<file path="src/logic/axis_cfg.svh">
`ifndef AXIS_CFG_SVH
`define AXIS_CFG_SVH
// Register byte offsets
`define A_CTRL 8'h00
`define A_RATE 8'h04
`define A_POS 8'h08
`define A_CAPT 8'h0C
`define A_CMP 8'h10
`define A_CINT 8'h14
`define A_TGT 8'h18
`define A_KPKI 8'h1C
`define A_KD 8'h20
`define A_FBND 8'h24
`define A_MAP 8'h28
`define A_DOUT 8'h2C
`define A_STS 8'h30
`define A_MASK 8'h34
`define A_SERVO 8'h38
`define A_LIVE 8'h3C
// Control fields
`define C_CWCCW 0
`define C_AMPON 1
`define C_MODE_LO 2
`define C_ARM 4
`define C_PERF_LO 5
`define C_RT_AMP 7
`define C_RT_DIR 8
// Status bits
`define S_ENC 0
`define S_CAPT 1
`define S_CMP 2
`define S_TICK 3
`define S_LIM 4
`define S_FERR 5
`define STS_W 6
// Timing
`define CLK_MHZ 125
`define STEP_HI_NS 32
`define DIR_SET_NS 32
`define CMP_PW_NS 32
`define STEP_HI_CYC ((`STEP_HI_NS * `CLK_MHZ + 999) / 1000)
`define DIR_SET_CYC ((`DIR_SET_NS * `CLK_MHZ + 999) / 1000)
`define CMP_PW_CYC ((`CMP_PW_NS * `CLK_MHZ + 999) / 1000)
`define TICK_1MS_US 1000
`define TICK_500_US 500
`define TICK_250_US 250
`define SYNC_W 23
`endif

</file>
<file path="src/logic/axis_pkg.sv">
package axis_pkg;
   typedef enum logic [1:0] {
      CMP_STROBE = 2'b00,
      CMP_STATIC = 2'b01,
      CMP_TOGGLE = 2'b10,
      CMP_ONESHOT = 2'b11
   } cmp_mode_e;
   typedef logic [31:0] word_t;
endpackage

</file>
<file path="src/logic/axis_encoder_step_compare.sv">
`timescale 1ns/1ps
`include "axis_cfg.svh"
//Function
// Each valid edge of either encoder channel moves the position by one, so four counts per line.
// Encoder pins are sampled every clock so 20 MHz quadrature at half duty loses no count.
// Any line receiver fault indication sets the sticky encoder fault status.
// Pulse outputs give step and direction by default, or separate CW and CCW pulses.
// A phase accumulator makes step rates from 0.1 to 5 million pulses per second.
// A rising capture input edge latches the position, even for pulses under 100 ns.
// A compare match drives the compare output within a few clocks and repeats fast.
// Compare runs as strobe, static level, toggle or one-shot.
// A loop tick fires every 1 ms, 500 us or 250 us as chosen by performance mode.
// Each tick writes a servo output of Kp times error plus Ki times sum plus Kd times delta.
// The derivative term differences errors taken every N ticks, N set by software.
// Every millisecond the limits and following error bound are checked.
// Amplifier on can be routed to any digital output instead of the dedicated enable.
// Home, limits, fault, enable and direction are mapped to chosen channel numbers; the code maps only the limits, enable and direction.
// Steps where both encoder channels change at once are ignored.
// Direction settles before a step in a new direction, and steps have a fixed high time.
module axis_encoder_step_compare
   import axis_pkg::*;
#(
   parameter int TICK_1MS_CYC = `TICK_1MS_US * `CLK_MHZ,
   parameter int TICK_500_CYC = `TICK_500_US * `CLK_MHZ,
   parameter int TICK_250_CYC = `TICK_250_US * `CLK_MHZ,
   parameter int MS_CYC = `TICK_1MS_US * `CLK_MHZ
) (
   // Clock and reset
   input wire logic I_REF_CLK,
   input wire logic I_SRST,
   // APB slave
   input wire logic PSEL,
   input wire logic PENABLE,
   input wire logic PWRITE,
   input wire logic [7:0] PADDR,
   input wire logic [31:0] PWDATA,
   output logic [31:0] PRDATA,
   output logic PREADY,
   output logic PSLVERR,
   // Pins in
   input wire logic I_ENC_A,
   input wire logic I_ENC_B,
   input wire logic [3:0] I_ENC_FAULT,
   input wire logic I_CAPT,
   input wire logic [15:0] I_DIN,
   // Pins out
   output logic O_PULSE_A,
   output logic O_PULSE_B,
   output logic O_CMP,
   output logic O_AMP_EN,
   output logic [15:0] O_DOUT,
   output logic [31:0] O_SERVO,
   output logic O_TICK,
   output logic O_IRQ
);
   logic [`SYNC_W-1:0] s1_r, s2_r;
   logic a_p_r, b_p_r, capt_p_r;
   word_t ctrl_r, rate_r, pos_r, capt_r, cmp_r, cint_r, tgt_r, kpki_r, kd_r, fbnd_r;
   word_t map_r, dout_r, servo_nxt, rd_nxt;
   logic [`STS_W-1:0] sts_r, mask_r, sts_set;
   logic ack, wr, rd, hit, pos_wr;
   logic a, b, q_a, q_b, q_ok, q_both, q_up, capt_edge;
   logic [15:0] din;
   // Sync all pins through two flip-flops
   always_ff @(posedge I_REF_CLK) begin
      s1_r <= {I_DIN, I_CAPT, I_ENC_FAULT, I_ENC_B, I_ENC_A};
      s2_r <= s1_r;
   end
   assign a = s2_r[0];
   assign b = s2_r[1];
   assign din = s2_r[22:7];
   // APB handshake, one wait state
   assign ack = PSEL & PENABLE & PREADY;
   assign wr = ack & PWRITE;
   assign rd = ack & ~PWRITE;
   always_comb begin
      hit = 1'b1;
      rd_nxt = '0;
      unique case (PADDR)
         `A_CTRL: rd_nxt = ctrl_r;
         `A_RATE: rd_nxt = rate_r;
         `A_POS: rd_nxt = pos_r;
         `A_CAPT: rd_nxt = capt_r;
         `A_CMP: rd_nxt = cmp_r;
         `A_CINT: rd_nxt = cint_r;
         `A_TGT: rd_nxt = tgt_r;
         `A_KPKI: rd_nxt = kpki_r;
         `A_KD: rd_nxt = kd_r;
         `A_FBND: rd_nxt = fbnd_r;
         `A_MAP: rd_nxt = map_r;
         `A_DOUT: rd_nxt = dout_r;
         `A_STS: rd_nxt = {26'h0, sts_r};
         `A_MASK: rd_nxt = {26'h0, mask_r};
         `A_SERVO: rd_nxt = O_SERVO;
         `A_LIVE: rd_nxt = {din, 11'h0, s2_r[6:2]};
         default: hit = 1'b0;
      endcase
   end
   always_ff @(posedge I_REF_CLK) begin
      if (I_SRST) begin
         PREADY <= 1'b0;
         PRDATA <= '0;
         PSLVERR <= 1'b0;
      end else begin
         PREADY <= PSEL & PENABLE & ~PREADY;
         PRDATA <= (PSEL & PENABLE & ~PREADY & ~PWRITE) ? rd_nxt : 32'h0;
         PSLVERR <= PSEL & PENABLE & ~PREADY & ~hit;
      end
   end
   // Plain software registers
   always_ff @(posedge I_REF_CLK) begin
      if (I_SRST) begin
         ctrl_r <= '0; rate_r <= '0; cint_r <= '0; tgt_r <= '0; kpki_r <= '0;
         kd_r <= '0; fbnd_r <= '0; map_r <= '0; dout_r <= '0; mask_r <= '0;
      end else if (wr) begin
         if (PADDR == `A_CTRL) ctrl_r <= PWDATA;
         if (PADDR == `A_RATE) rate_r <= PWDATA;
         if (PADDR == `A_CINT) cint_r <= PWDATA;
         if (PADDR == `A_TGT) tgt_r <= PWDATA;
         if (PADDR == `A_KPKI) kpki_r <= PWDATA;
         if (PADDR == `A_KD) kd_r <= PWDATA;
         if (PADDR == `A_FBND) fbnd_r <= PWDATA;
         if (PADDR == `A_MAP) map_r <= PWDATA;
         if (PADDR == `A_DOUT) dout_r <= PWDATA;
         if (PADDR == `A_MASK) mask_r <= PWDATA[`STS_W-1:0];
      end
   end
   // Quadrature decode
   always_ff @(posedge I_REF_CLK) begin
      a_p_r <= a;
      b_p_r <= b;
      capt_p_r <= s2_r[6];
   end
   assign q_a = a ^ a_p_r;
   assign q_b = b ^ b_p_r;
   assign q_ok = q_a ^ q_b;
   assign q_both = q_a & q_b;
   assign q_up = a ^ b_p_r;
   assign pos_wr = wr && PADDR == `A_POS;
   always_ff @(posedge I_REF_CLK) begin
      if (I_SRST) pos_r <= '0;
      else if (pos_wr) pos_r <= PWDATA;
      else if (q_ok) pos_r <= q_up ? pos_r + 32'h1 : pos_r - 32'h1;
   end
   // Capture latch
   assign capt_edge = s2_r[6] & ~capt_p_r;
   always_ff @(posedge I_REF_CLK) begin
      if (I_SRST) capt_r <= '0;
      else if (capt_edge) capt_r <= pos_r;
   end
   // Step generator
   logic [31:0] acc_r, step_inc;
   logic [32:0] acc_sum;
   logic dir_r, pend_r;
   logic [7:0] hi_r, set_r;
   assign step_inc = rate_r[31] ? 32'h0 - rate_r : rate_r;
   assign acc_sum = {1'b0, acc_r} + {1'b0, step_inc};
   always_ff @(posedge I_REF_CLK) begin
      if (I_SRST) begin
         acc_r <= '0; dir_r <= 1'b0; pend_r <= 1'b0; hi_r <= '0; set_r <= '0;
      end else begin
         acc_r <= acc_sum[31:0];
         if (acc_sum[32]) pend_r <= 1'b1;
         if (hi_r != 8'h0) hi_r <= hi_r - 8'h1;
         if (set_r != 8'h0) set_r <= set_r - 8'h1;
         if (dir_r != rate_r[31] && hi_r == 8'h0) begin
            dir_r <= rate_r[31];
            set_r <= 8'(`DIR_SET_CYC);
         end else if (pend_r && hi_r == 8'h0 && set_r == 8'h0) begin
            pend_r <= acc_sum[32];
            hi_r <= 8'(`STEP_HI_CYC);
         end
      end
   end
   // Pulse pair format
   always_ff @(posedge I_REF_CLK) begin
      if (I_SRST) begin
         O_PULSE_A <= 1'b0;
         O_PULSE_B <= 1'b0;
      end else if (ctrl_r[`C_CWCCW]) begin
         O_PULSE_A <= hi_r != 8'h0 && !dir_r;
         O_PULSE_B <= hi_r != 8'h0 && dir_r;
      end else begin
         O_PULSE_A <= hi_r != 8'h0;
         O_PULSE_B <= dir_r;
      end
   end
   // Position compare
   cmp_mode_e mode;
   logic match, match_d_r, cmp_hit, armed_r;
   logic [7:0] pw_r;
   assign mode = cmp_mode_e'(ctrl_r[`C_MODE_LO+1:`C_MODE_LO]);
   assign match = pos_r == cmp_r;
   assign cmp_hit = match & ~match_d_r & armed_r;
   always_ff @(posedge I_REF_CLK) begin
      if (I_SRST) begin
         cmp_r <= '0; match_d_r <= 1'b0; armed_r <= 1'b0; pw_r <= '0; O_CMP <= 1'b0;
      end else begin
         match_d_r <= match;
         if (pw_r != 8'h0) pw_r <= pw_r - 8'h1;
         if (wr && PADDR == `A_CTRL) armed_r <= PWDATA[`C_ARM];
         if (wr && PADDR == `A_CMP) cmp_r <= PWDATA;
         if (!armed_r && pw_r == 8'h0) O_CMP <= 1'b0; // Running pulse ends on its own
         else if (cmp_hit) begin
            unique case (mode)
               CMP_STROBE: begin
                  O_CMP <= 1'b1;
                  pw_r <= 8'(`CMP_PW_CYC);
                  cmp_r <= cmp_r + cint_r;
               end
               CMP_STATIC: O_CMP <= 1'b1;
               CMP_TOGGLE: O_CMP <= ~O_CMP;
               CMP_ONESHOT: begin
                  O_CMP <= 1'b1;
                  pw_r <= 8'(`CMP_PW_CYC);
                  armed_r <= 1'b0;
               end
            endcase
         end else if (pw_r == 8'h1 && (mode == CMP_STROBE || mode == CMP_ONESHOT))
            O_CMP <= 1'b0;
      end
   end
   // Loop tick and millisecond check timers
   logic [31:0] tick_cnt_r, tick_lim, ms_cnt_r;
   logic tick, ms;
   always_comb begin
      unique case (ctrl_r[`C_PERF_LO+1:`C_PERF_LO])
         2'h1: tick_lim = 32'(TICK_500_CYC - 1);
         2'h2, 2'h3: tick_lim = 32'(TICK_250_CYC - 1);
         default: tick_lim = 32'(TICK_1MS_CYC - 1);
      endcase
   end
   assign tick = tick_cnt_r >= tick_lim;
   assign ms = ms_cnt_r == 32'(MS_CYC - 1);
   always_ff @(posedge I_REF_CLK) begin
      if (I_SRST) begin
         tick_cnt_r <= '0; ms_cnt_r <= '0; O_TICK <= 1'b0;
      end else begin
         tick_cnt_r <= tick ? 32'h0 : tick_cnt_r + 32'h1;
         ms_cnt_r <= ms ? 32'h0 : ms_cnt_r + 32'h1;
         O_TICK <= tick;
      end
   end
   // Servo filter
   word_t err_r, integ_r, ed_r, edp_r;
   logic [15:0] ds_r;
   logic go_r;
   always_comb begin
      servo_nxt = 32'($signed(kpki_r[15:0]) * $signed(err_r))
         + 32'($signed(kpki_r[31:16]) * $signed(integ_r))
         + 32'($signed(kd_r[15:0]) * $signed(ed_r - edp_r));
   end
   always_ff @(posedge I_REF_CLK) begin
      if (I_SRST) begin
         err_r <= '0; integ_r <= '0; ed_r <= '0; edp_r <= '0; ds_r <= '0;
         go_r <= 1'b0; O_SERVO <= '0;
      end else begin
         go_r <= tick;
         if (tick) begin
            err_r <= tgt_r - pos_r;
            integ_r <= integ_r + (tgt_r - pos_r);
            if (ds_r >= kd_r[31:16]) begin
               ds_r <= '0;
               edp_r <= ed_r;
               ed_r <= tgt_r - pos_r;
            end else ds_r <= ds_r + 16'h1;
         end
         if (go_r) O_SERVO <= servo_nxt;
      end
   end
   // Channel mapping and output routing
   logic lim_p, lim_m, ferr;
   assign lim_p = din[map_r[7:4]];
   assign lim_m = din[map_r[11:8]];
   assign ferr = (err_r[31] ? 32'h0 - err_r : err_r) > fbnd_r;
   for (genvar i = 0; i < 16; i++) begin : g_dout
      always_ff @(posedge I_REF_CLK) begin
         if (I_SRST) O_DOUT[i] <= 1'b0;
         else if (ctrl_r[`C_RT_AMP] && map_r[19:16] == 4'(i))
            O_DOUT[i] <= ctrl_r[`C_AMPON];
         else if (ctrl_r[`C_RT_DIR] && map_r[23:20] == 4'(i))
            O_DOUT[i] <= dir_r;
         else O_DOUT[i] <= dout_r[i];
      end
   end
   always_ff @(posedge I_REF_CLK) begin
      if (I_SRST) O_AMP_EN <= 1'b0;
      else O_AMP_EN <= ctrl_r[`C_AMPON] & ~ctrl_r[`C_RT_AMP];
   end
   // Sticky status, read clears, set wins
   always_comb begin
      sts_set = '0;
      sts_set[`S_ENC] = |s2_r[5:2];
      sts_set[`S_CAPT] = capt_edge;
      sts_set[`S_CMP] = cmp_hit;
      sts_set[`S_TICK] = tick;
      sts_set[`S_LIM] = ms & (lim_p | lim_m);
      sts_set[`S_FERR] = ms & ferr;
   end
   always_ff @(posedge I_REF_CLK) begin
      if (I_SRST) begin
         sts_r <= '0;
         O_IRQ <= 1'b0;
      end else begin
         sts_r <= ((rd && PADDR == `A_STS) ? '0 : sts_r) | sts_set;
         O_IRQ <= |(((rd && PADDR == `A_STS) ? '0 : sts_r) & mask_r | sts_set & mask_r);
      end
   end
endmodule

</file>
<file path="config.mk">
export PLATFORM = sky130hd
export DESIGN_NAME = axis_encoder_step_compare
export DESIGN_NICKNAME = d
export VERILOG_FILES = /design/src/logic/axis_pkg.sv /design/src/logic/axis_encoder_step_compare.sv
export VERILOG_INCLUDE_DIRS = /design/src /design/src/logic
export SDC_FILE = /design/constraint.sdc
export NUM_CORES = 2
export LEC_CHECK = 0
export BUFFER_PORTS_ARGS = -buffer_cell sky130_fd_sc_hd__buf_2
export CELL_PAD_IN_SITES_DETAIL_PLACEMENT = 1
export CELL_PAD_IN_SITES_GLOBAL_PLACEMENT = 1
export CORE_UTILIZATION = 45
export DETAILED_ROUTE_END_ITERATION = 10
export GPL_TIMING_DRIVEN = 0
export MAX_ROUTING_LAYER = met4
export PLACE_DENSITY_LB_ADDON = 0.1
export SLEW_MARGIN = 40
export SYNTH_ARGS = -nofsm -noshare
export SYNTH_HDL_FRONTEND = slang
export SYNTH_SLANG_ARGS = --single-unit
export TNS_END_PERCENT = 1
</file>
<file path="constraint.sdc">
create_clock -name I_REF_CLK -period 9 [get_ports I_REF_CLK]
set_input_delay 1.8 -clock I_REF_CLK [delete_from_list [all_inputs] [get_ports I_REF_CLK]]
set_output_delay 1.8 -clock I_REF_CLK [all_outputs]
set_load 0.01 [all_outputs]
</file>
Yosys cells after proc, flatten, opt, wreduce, memory -nomap -nowiden
Index checks and enable logic that the tools add are counted.
- latch bits: 0
- output and inout bits: 88
- memories kept: 0
- bits in registers: 801
- logic and storage cells: 323
- memory bits (read-only): 0
- input port bits: 68
- RAM bits: 0
- add/subtract/negate cells: 17
- $lt $le $gt $ge: 5
- eq/ne operators: 55
- divide/modulo/power cells: 0
- shift-type cells: 0
- mux-type cells: 71
- reductions and logical operators: 81
- $mul: 3
- bitwise gates (word level): 30
- operators with widths (cell ; count):
    $pmux 32 s16 ; 1
    $mux 32 ; 9
    $add 32x32->32 ; 4
    $add 32x1->32 const B ; 3
    $mul 16x32->32 ; 3
    $eq 4x4->1 const B ; 16
    $eq 8x6->1 const B ; 8
    $sub 1x32->32 const A ; 2
    $sub 32x32->32 ; 2
    $mux 8 ; 7
    $mux 1 ; 46
    $logic_and 1x1->1 ; 43
    $pmux 17 s2 ; 1
    $add 32x32->33 ; 1
    $eq 32x17->1 const B ; 1
    $eq 32x32->1 ; 1
    $eq 4x3->1 const B ; 8
    $eq 8x5->1 const B ; 4
    $ge 32x32->1 ; 1
    $gt 32x32->1 ; 1
    $logic_not 8->1 ; 4
    $sub 32x1->32 const B ; 1
    $reduce_bool 8->1 ; 3
    $sub 8x1->8 const B ; 3
    other kinds (33) ; 89

Depth between registers and ports, before layout
- depth after elaboration: 8
- mapped depth: 48
- mapped depth without buffers: 47

Worst setup path before layout
No wires, ideal clock.
- path kind: reg-to-reg
- start point: register edp_r[1]
- end point: register O_SERVO[31]
- slack: -868 ps
- setup time: 128 ps
- data arrival time: 9740 ps
- clock period less this slack: 9868 ps
- required time: 8872 ps
- path buffers: 1
- stages on the path, launching flop included: 43
- cells stage by stage: dfxtp_1 inv_1 ha_1 nor2b_1 o31a_1 o211ai_1 o21ai_1 o211ai_1 nand2_1 or2_2 a21oi_1 xnor2_1 clkbuf_1 nand2_1 fa_1 inv_1 fa_1 fa_1 (+7 left out) fa_1 fa_1 inv_1 fa_1 inv_1 ha_1 and3_1 nor2b_1 a31oi_1 a41oi_1 a31oi_1 o21ai_0 a31oi_1 xnor2_1 xnor3_1 xor3_1 mux2i_1 nor2_1
- cells in the longest elaborated chain, start to end: 3
- ends and longest elaborated chain (element ; RTL line ; text):
    start: declaration ; axis_encoder_step_compare.sv:245 ; word_t err_r, integ_r, ed_r, edp_r;
    start signal: assignment ; axis_encoder_step_compare.sv:264 ; edp_r <= ed_r;
    $sub 32x32->32 ; axis_encoder_step_compare.sv:251 ; + 32'($signed(kd_r[15:0]) * $signed(ed_r - edp_r));
    $mul 16x32->32 ; axis_encoder_step_compare.sv:251 ;
    $add 32x32->32 ; axis_encoder_step_compare.sv:251 ;
    end signal: assignment ; axis_encoder_step_compare.sv:268 ; if (go_r) O_SERVO <= servo_nxt;
    end: declaration ; axis_encoder_step_compare.sv:52 ; output logic [31:0] O_SERVO,
No other way between the ends.
A chain may end at the register's enable or synchronous reset.

Worst setup path in the final report
- start point: register ed_r[0]
- end point: register O_SERVO[31]
- cells in the longest elaborated chain, start to end: 3
- ends and longest elaborated chain (element ; RTL line ; text):
    start: declaration ; axis_encoder_step_compare.sv:245 ;
    start signal: assignment ; axis_encoder_step_compare.sv:265 ; ed_r <= tgt_r - pos_r;
    $sub 32x32->32 ; axis_encoder_step_compare.sv:251 ;
    $mul 16x32->32 ; axis_encoder_step_compare.sv:251 ;
    $add 32x32->32 ; axis_encoder_step_compare.sv:251 ;
No other way between the ends.

==> results.yml <==
yosys:
  synthCells: 9123
  yosys_warnings: 0
  yosys-top-cells-count: "nand2_1, inv_1, fa_1, dfxtp_1, a21oi_1"
  async_flop_share: 0
  synth_edf_count: 0
  synth_area_leaders: "fa_1, dfxtp_1, nand2_1"
  synthDistinctLibCells: 87
  synth_area_per_cell_um2: 8.47
  synth_area_mm2: 0.0773
  netlist.area_leader.share: 0.267
  ys_seq_area_frac: 0.208
  yosysTopAreaCell: "fa_1"
  ys.flop_type: "dfxtp_1"
  synth_most_common_cell: "nand2_1"
  synth_seq_cells: 801
routing:
  met3_length_um: 28700
  vias: 70900
  dr.pass1.iters: 6
  wl_met1_um: 138000
  drc: 0
  routedWlPerCell_um: 33.0
  viasPerCell: 6.00
  postRouteWirelength_um: 390000
  postRouteAntennaNets: 0
  drt_iter0_drc: 6127
  top_layer: "met4"
  wl_met2_um: 178000
layout:
  nFillCells: 20100
  drive_gt1_frac: 0.0865
  area_delta_synth_final_pct: 12.8
  finalNetCount: 11100
grt:
  grt-ovfl-total: 0
  antenna_found_initial: 34
  first_global_vias: 75200
  grt_first_pass_wirelength_um: 545000
  grt_max_degree: 33
  grtUsageTotal: 0.461
sta:
  setup_viol: 21
  fin_setup_tns_ns: -23.98
  hold_violations: 0
  finalCritPeriodShare: 1.24
  rsz0062_at_grt: "yes"
  fmax_mhz: 90.0
  slew_headroom: 0.346
  layout_min_cycle_time_ns: 11.12
  worst_slack_ns: -2.12
  clock_skew_ns: 0.0666
  worst_slew_pin_slew_ns: 0.974
  slew_violations: 0
placed_design:
  gp_congestion: 1.07
  portBuffers: 155
  dp_hpwl_um: 321000
die:
  dieArea_mm2: 0.173
  initial_core_util: 0.454
  pin_count: 156
  die_width_um: 416
  die_y_um: 416
  core_region_area_mm2: 0.170
  num_rows: 151
clock_tree:
  clock-sinks: 801
  cts_buffers: 95
  cts_tree: "yes"
  clkTransAtPathRegs_ns: 0.07
  cts-root-buf: "clkbuf_16"
  max-clock-path-buffers: 3
  htree_levels: 3
  cts_hold_buffers: 0
  clk-insertion-delay-late_ns: 0.80
setup_path:
  crit_fanout: 4
  endpoint_kind: "flop"
  reg2reg_slack_ns: -2.12
  arrival_ns: 11.73
  critPathKind: "flop to flop"
  cp_slowest_stage_delay_ns: 0.65
  cp_slowest_cell: "fa_2"
  crit_end: "O_SERVO[31]"
  worstSetupStartpoint: "ed_r[0]"
  worstPathRequired_ns: 9.61
  r2r_end: "O_SERVO[31]"
  worst_setup_path_start_kind: "flop"
  reg2regPathDepth: 45
  r2r-start: "ed_r[0]"
pwr:
  ir_drop_uv: 177
  power_mw: 15.8
  power_density_mw_per_mm2: 181
  power.leakage_nw: 37.9
outcome:
  status: "finished, violations left"
  violations: "negative setup slack"
flow_run:
  maxCapViolCount: 0
hold_path:
  hold_class: "flop to flop"
[cell usage in the layout (no fill, tap or decap), types with 90 or more instances in the layout]
cell type  count
a21o_1        98
a21oi_1      541
a22o_1       122
and2_1       387
buf_2        180
clkbuf_1     346
clkbuf_16     99
clkbuf_2     120
dfxtp_1      793
fa_1        1007
ha_1         451
inv_1       1352
nand2_1     1627
nand2b_1     105
nand3_1       96
nor2_1       430
o21ai_0      132
xnor2_1      287
xor2_1        90
[final cells by class]
class                           count  area, µm²  share of cell area
Multi-Input combinational cell   6452      55400               0.635
Sequential cell                   801      16000               0.184
Inverter                         1375       5160              0.0592
Tap cell                         2218       2780              0.0318
Clock buffer                      114       2580              0.0296
Buffer                            508       2180              0.0250
Timing Repair Buffer              265       2120              0.0243
Clock inverter                     66        901              0.0103
Antenna cell                       28       70.1            0.000804
[power by group]
group | switching [mW] | internal, mW
sequential | 0.627 | 3.83
combinational | 4.53 | 2.40
clock | 1.87 | 2.52
total | 7.03 | 8.75
[metrics by stage]
stage | setup slack [ns] | util | hold WS (ns) | std cells | instance area, µm²
finish | -2.12 | 0.513 | 0.323 | 11800 | 87200
global route | -2.25 | 0.513 | 0.324 | 11800 | 87200
CTS | -1.93 | 0.510 | 0.322 | 11800 | 86800
detailed placement | -3.55 | 0.484 | 0.313 | 11600 | 82300
global placement | -4.27 | 0.476 | 0.311 | 11500 | 81000
floorplan | -0.518 | - | 0.310 | 9136 | 77400
[worst max-delay path, delay by kind of cell, from the launching register on]
family,cells,cell delay [ns]
xor+xnor,4,0.87
simple gates,8,0.96
buf+inv,9,0.69
compound gates,11,2.27
flops,1,0.34
fa+ha+maj,12,5.58
mux,1,0.17
[timing repair]
action,CTS,global route
setup endpoints to repair,24,24
resized for setup,122,50
pin swaps,78,69
cloned,0,0
setup buffers,52,12
[flip-flops by register name (all words and copies together) (netlist names), 23 cells and up]
name and count:
pos_r 32, acc_r 32, rate_r 32, ctrl_r 32
dout_r 32, edp_r 32, ms_cnt_r 32, O_SERVO 32
integ_r 32, kd_r 32, map_r 32, tgt_r 32
cint_r 32, err_r 32, s2_r 23, tick_cnt_r 32
s1_r 23, kpki_r 32, cmp_r 32, PRDATA 32
fbnd_r 32, capt_r 32, ed_r 32
[cell families (layout without fill, tap and decap cells)]
| logic type | Yosys count | in the layout | synth area share |
|---|---|---|---|
| simple gates | 3008 | 3008 | 0.175 |
| buf+inv | 1883 | 2328 | 0.0916 |
| fa+ha+maj | 1494 | 1494 | 0.342 |
| compound gates | 1419 | 1419 | 0.120 |
| flops | 801 | 801 | 0.208 |
| xor+xnor | 430 | 430 | 0.0504 |
| mux | 87 | 87 | 0.0130 |
| other cells | 1 | 42 | 0.0000485 |
[worst min path at each step]
stage / cells past startpoint / from / slack [ns] / end
final: 0 / s1_r[10] / 0.32 / s2_r[10]
after global routing: 0 / s1_r[10] / 0.32 / s2_r[10]
after CTS: 0 / s1_r[10] / 0.32 / s2_r[10]
after detailed placement: 0 / s1_r[7] / 0.31 / s2_r[7]
after global placement: 0 / s1_r[2] / 0.31 / s2_r[2]
after floorplan: 0 / s1_r[0] / 0.31 / s2_r[0]
[routing by layer]
metal,vias to the layer above,GRT usage
li1,29700,-
met1,36500,0.498
met2,3381,0.718
met3,1355,0.0843
met4,0,0.430
met5,-,-
Note: power is estimated with default switching activity, not from simulation.
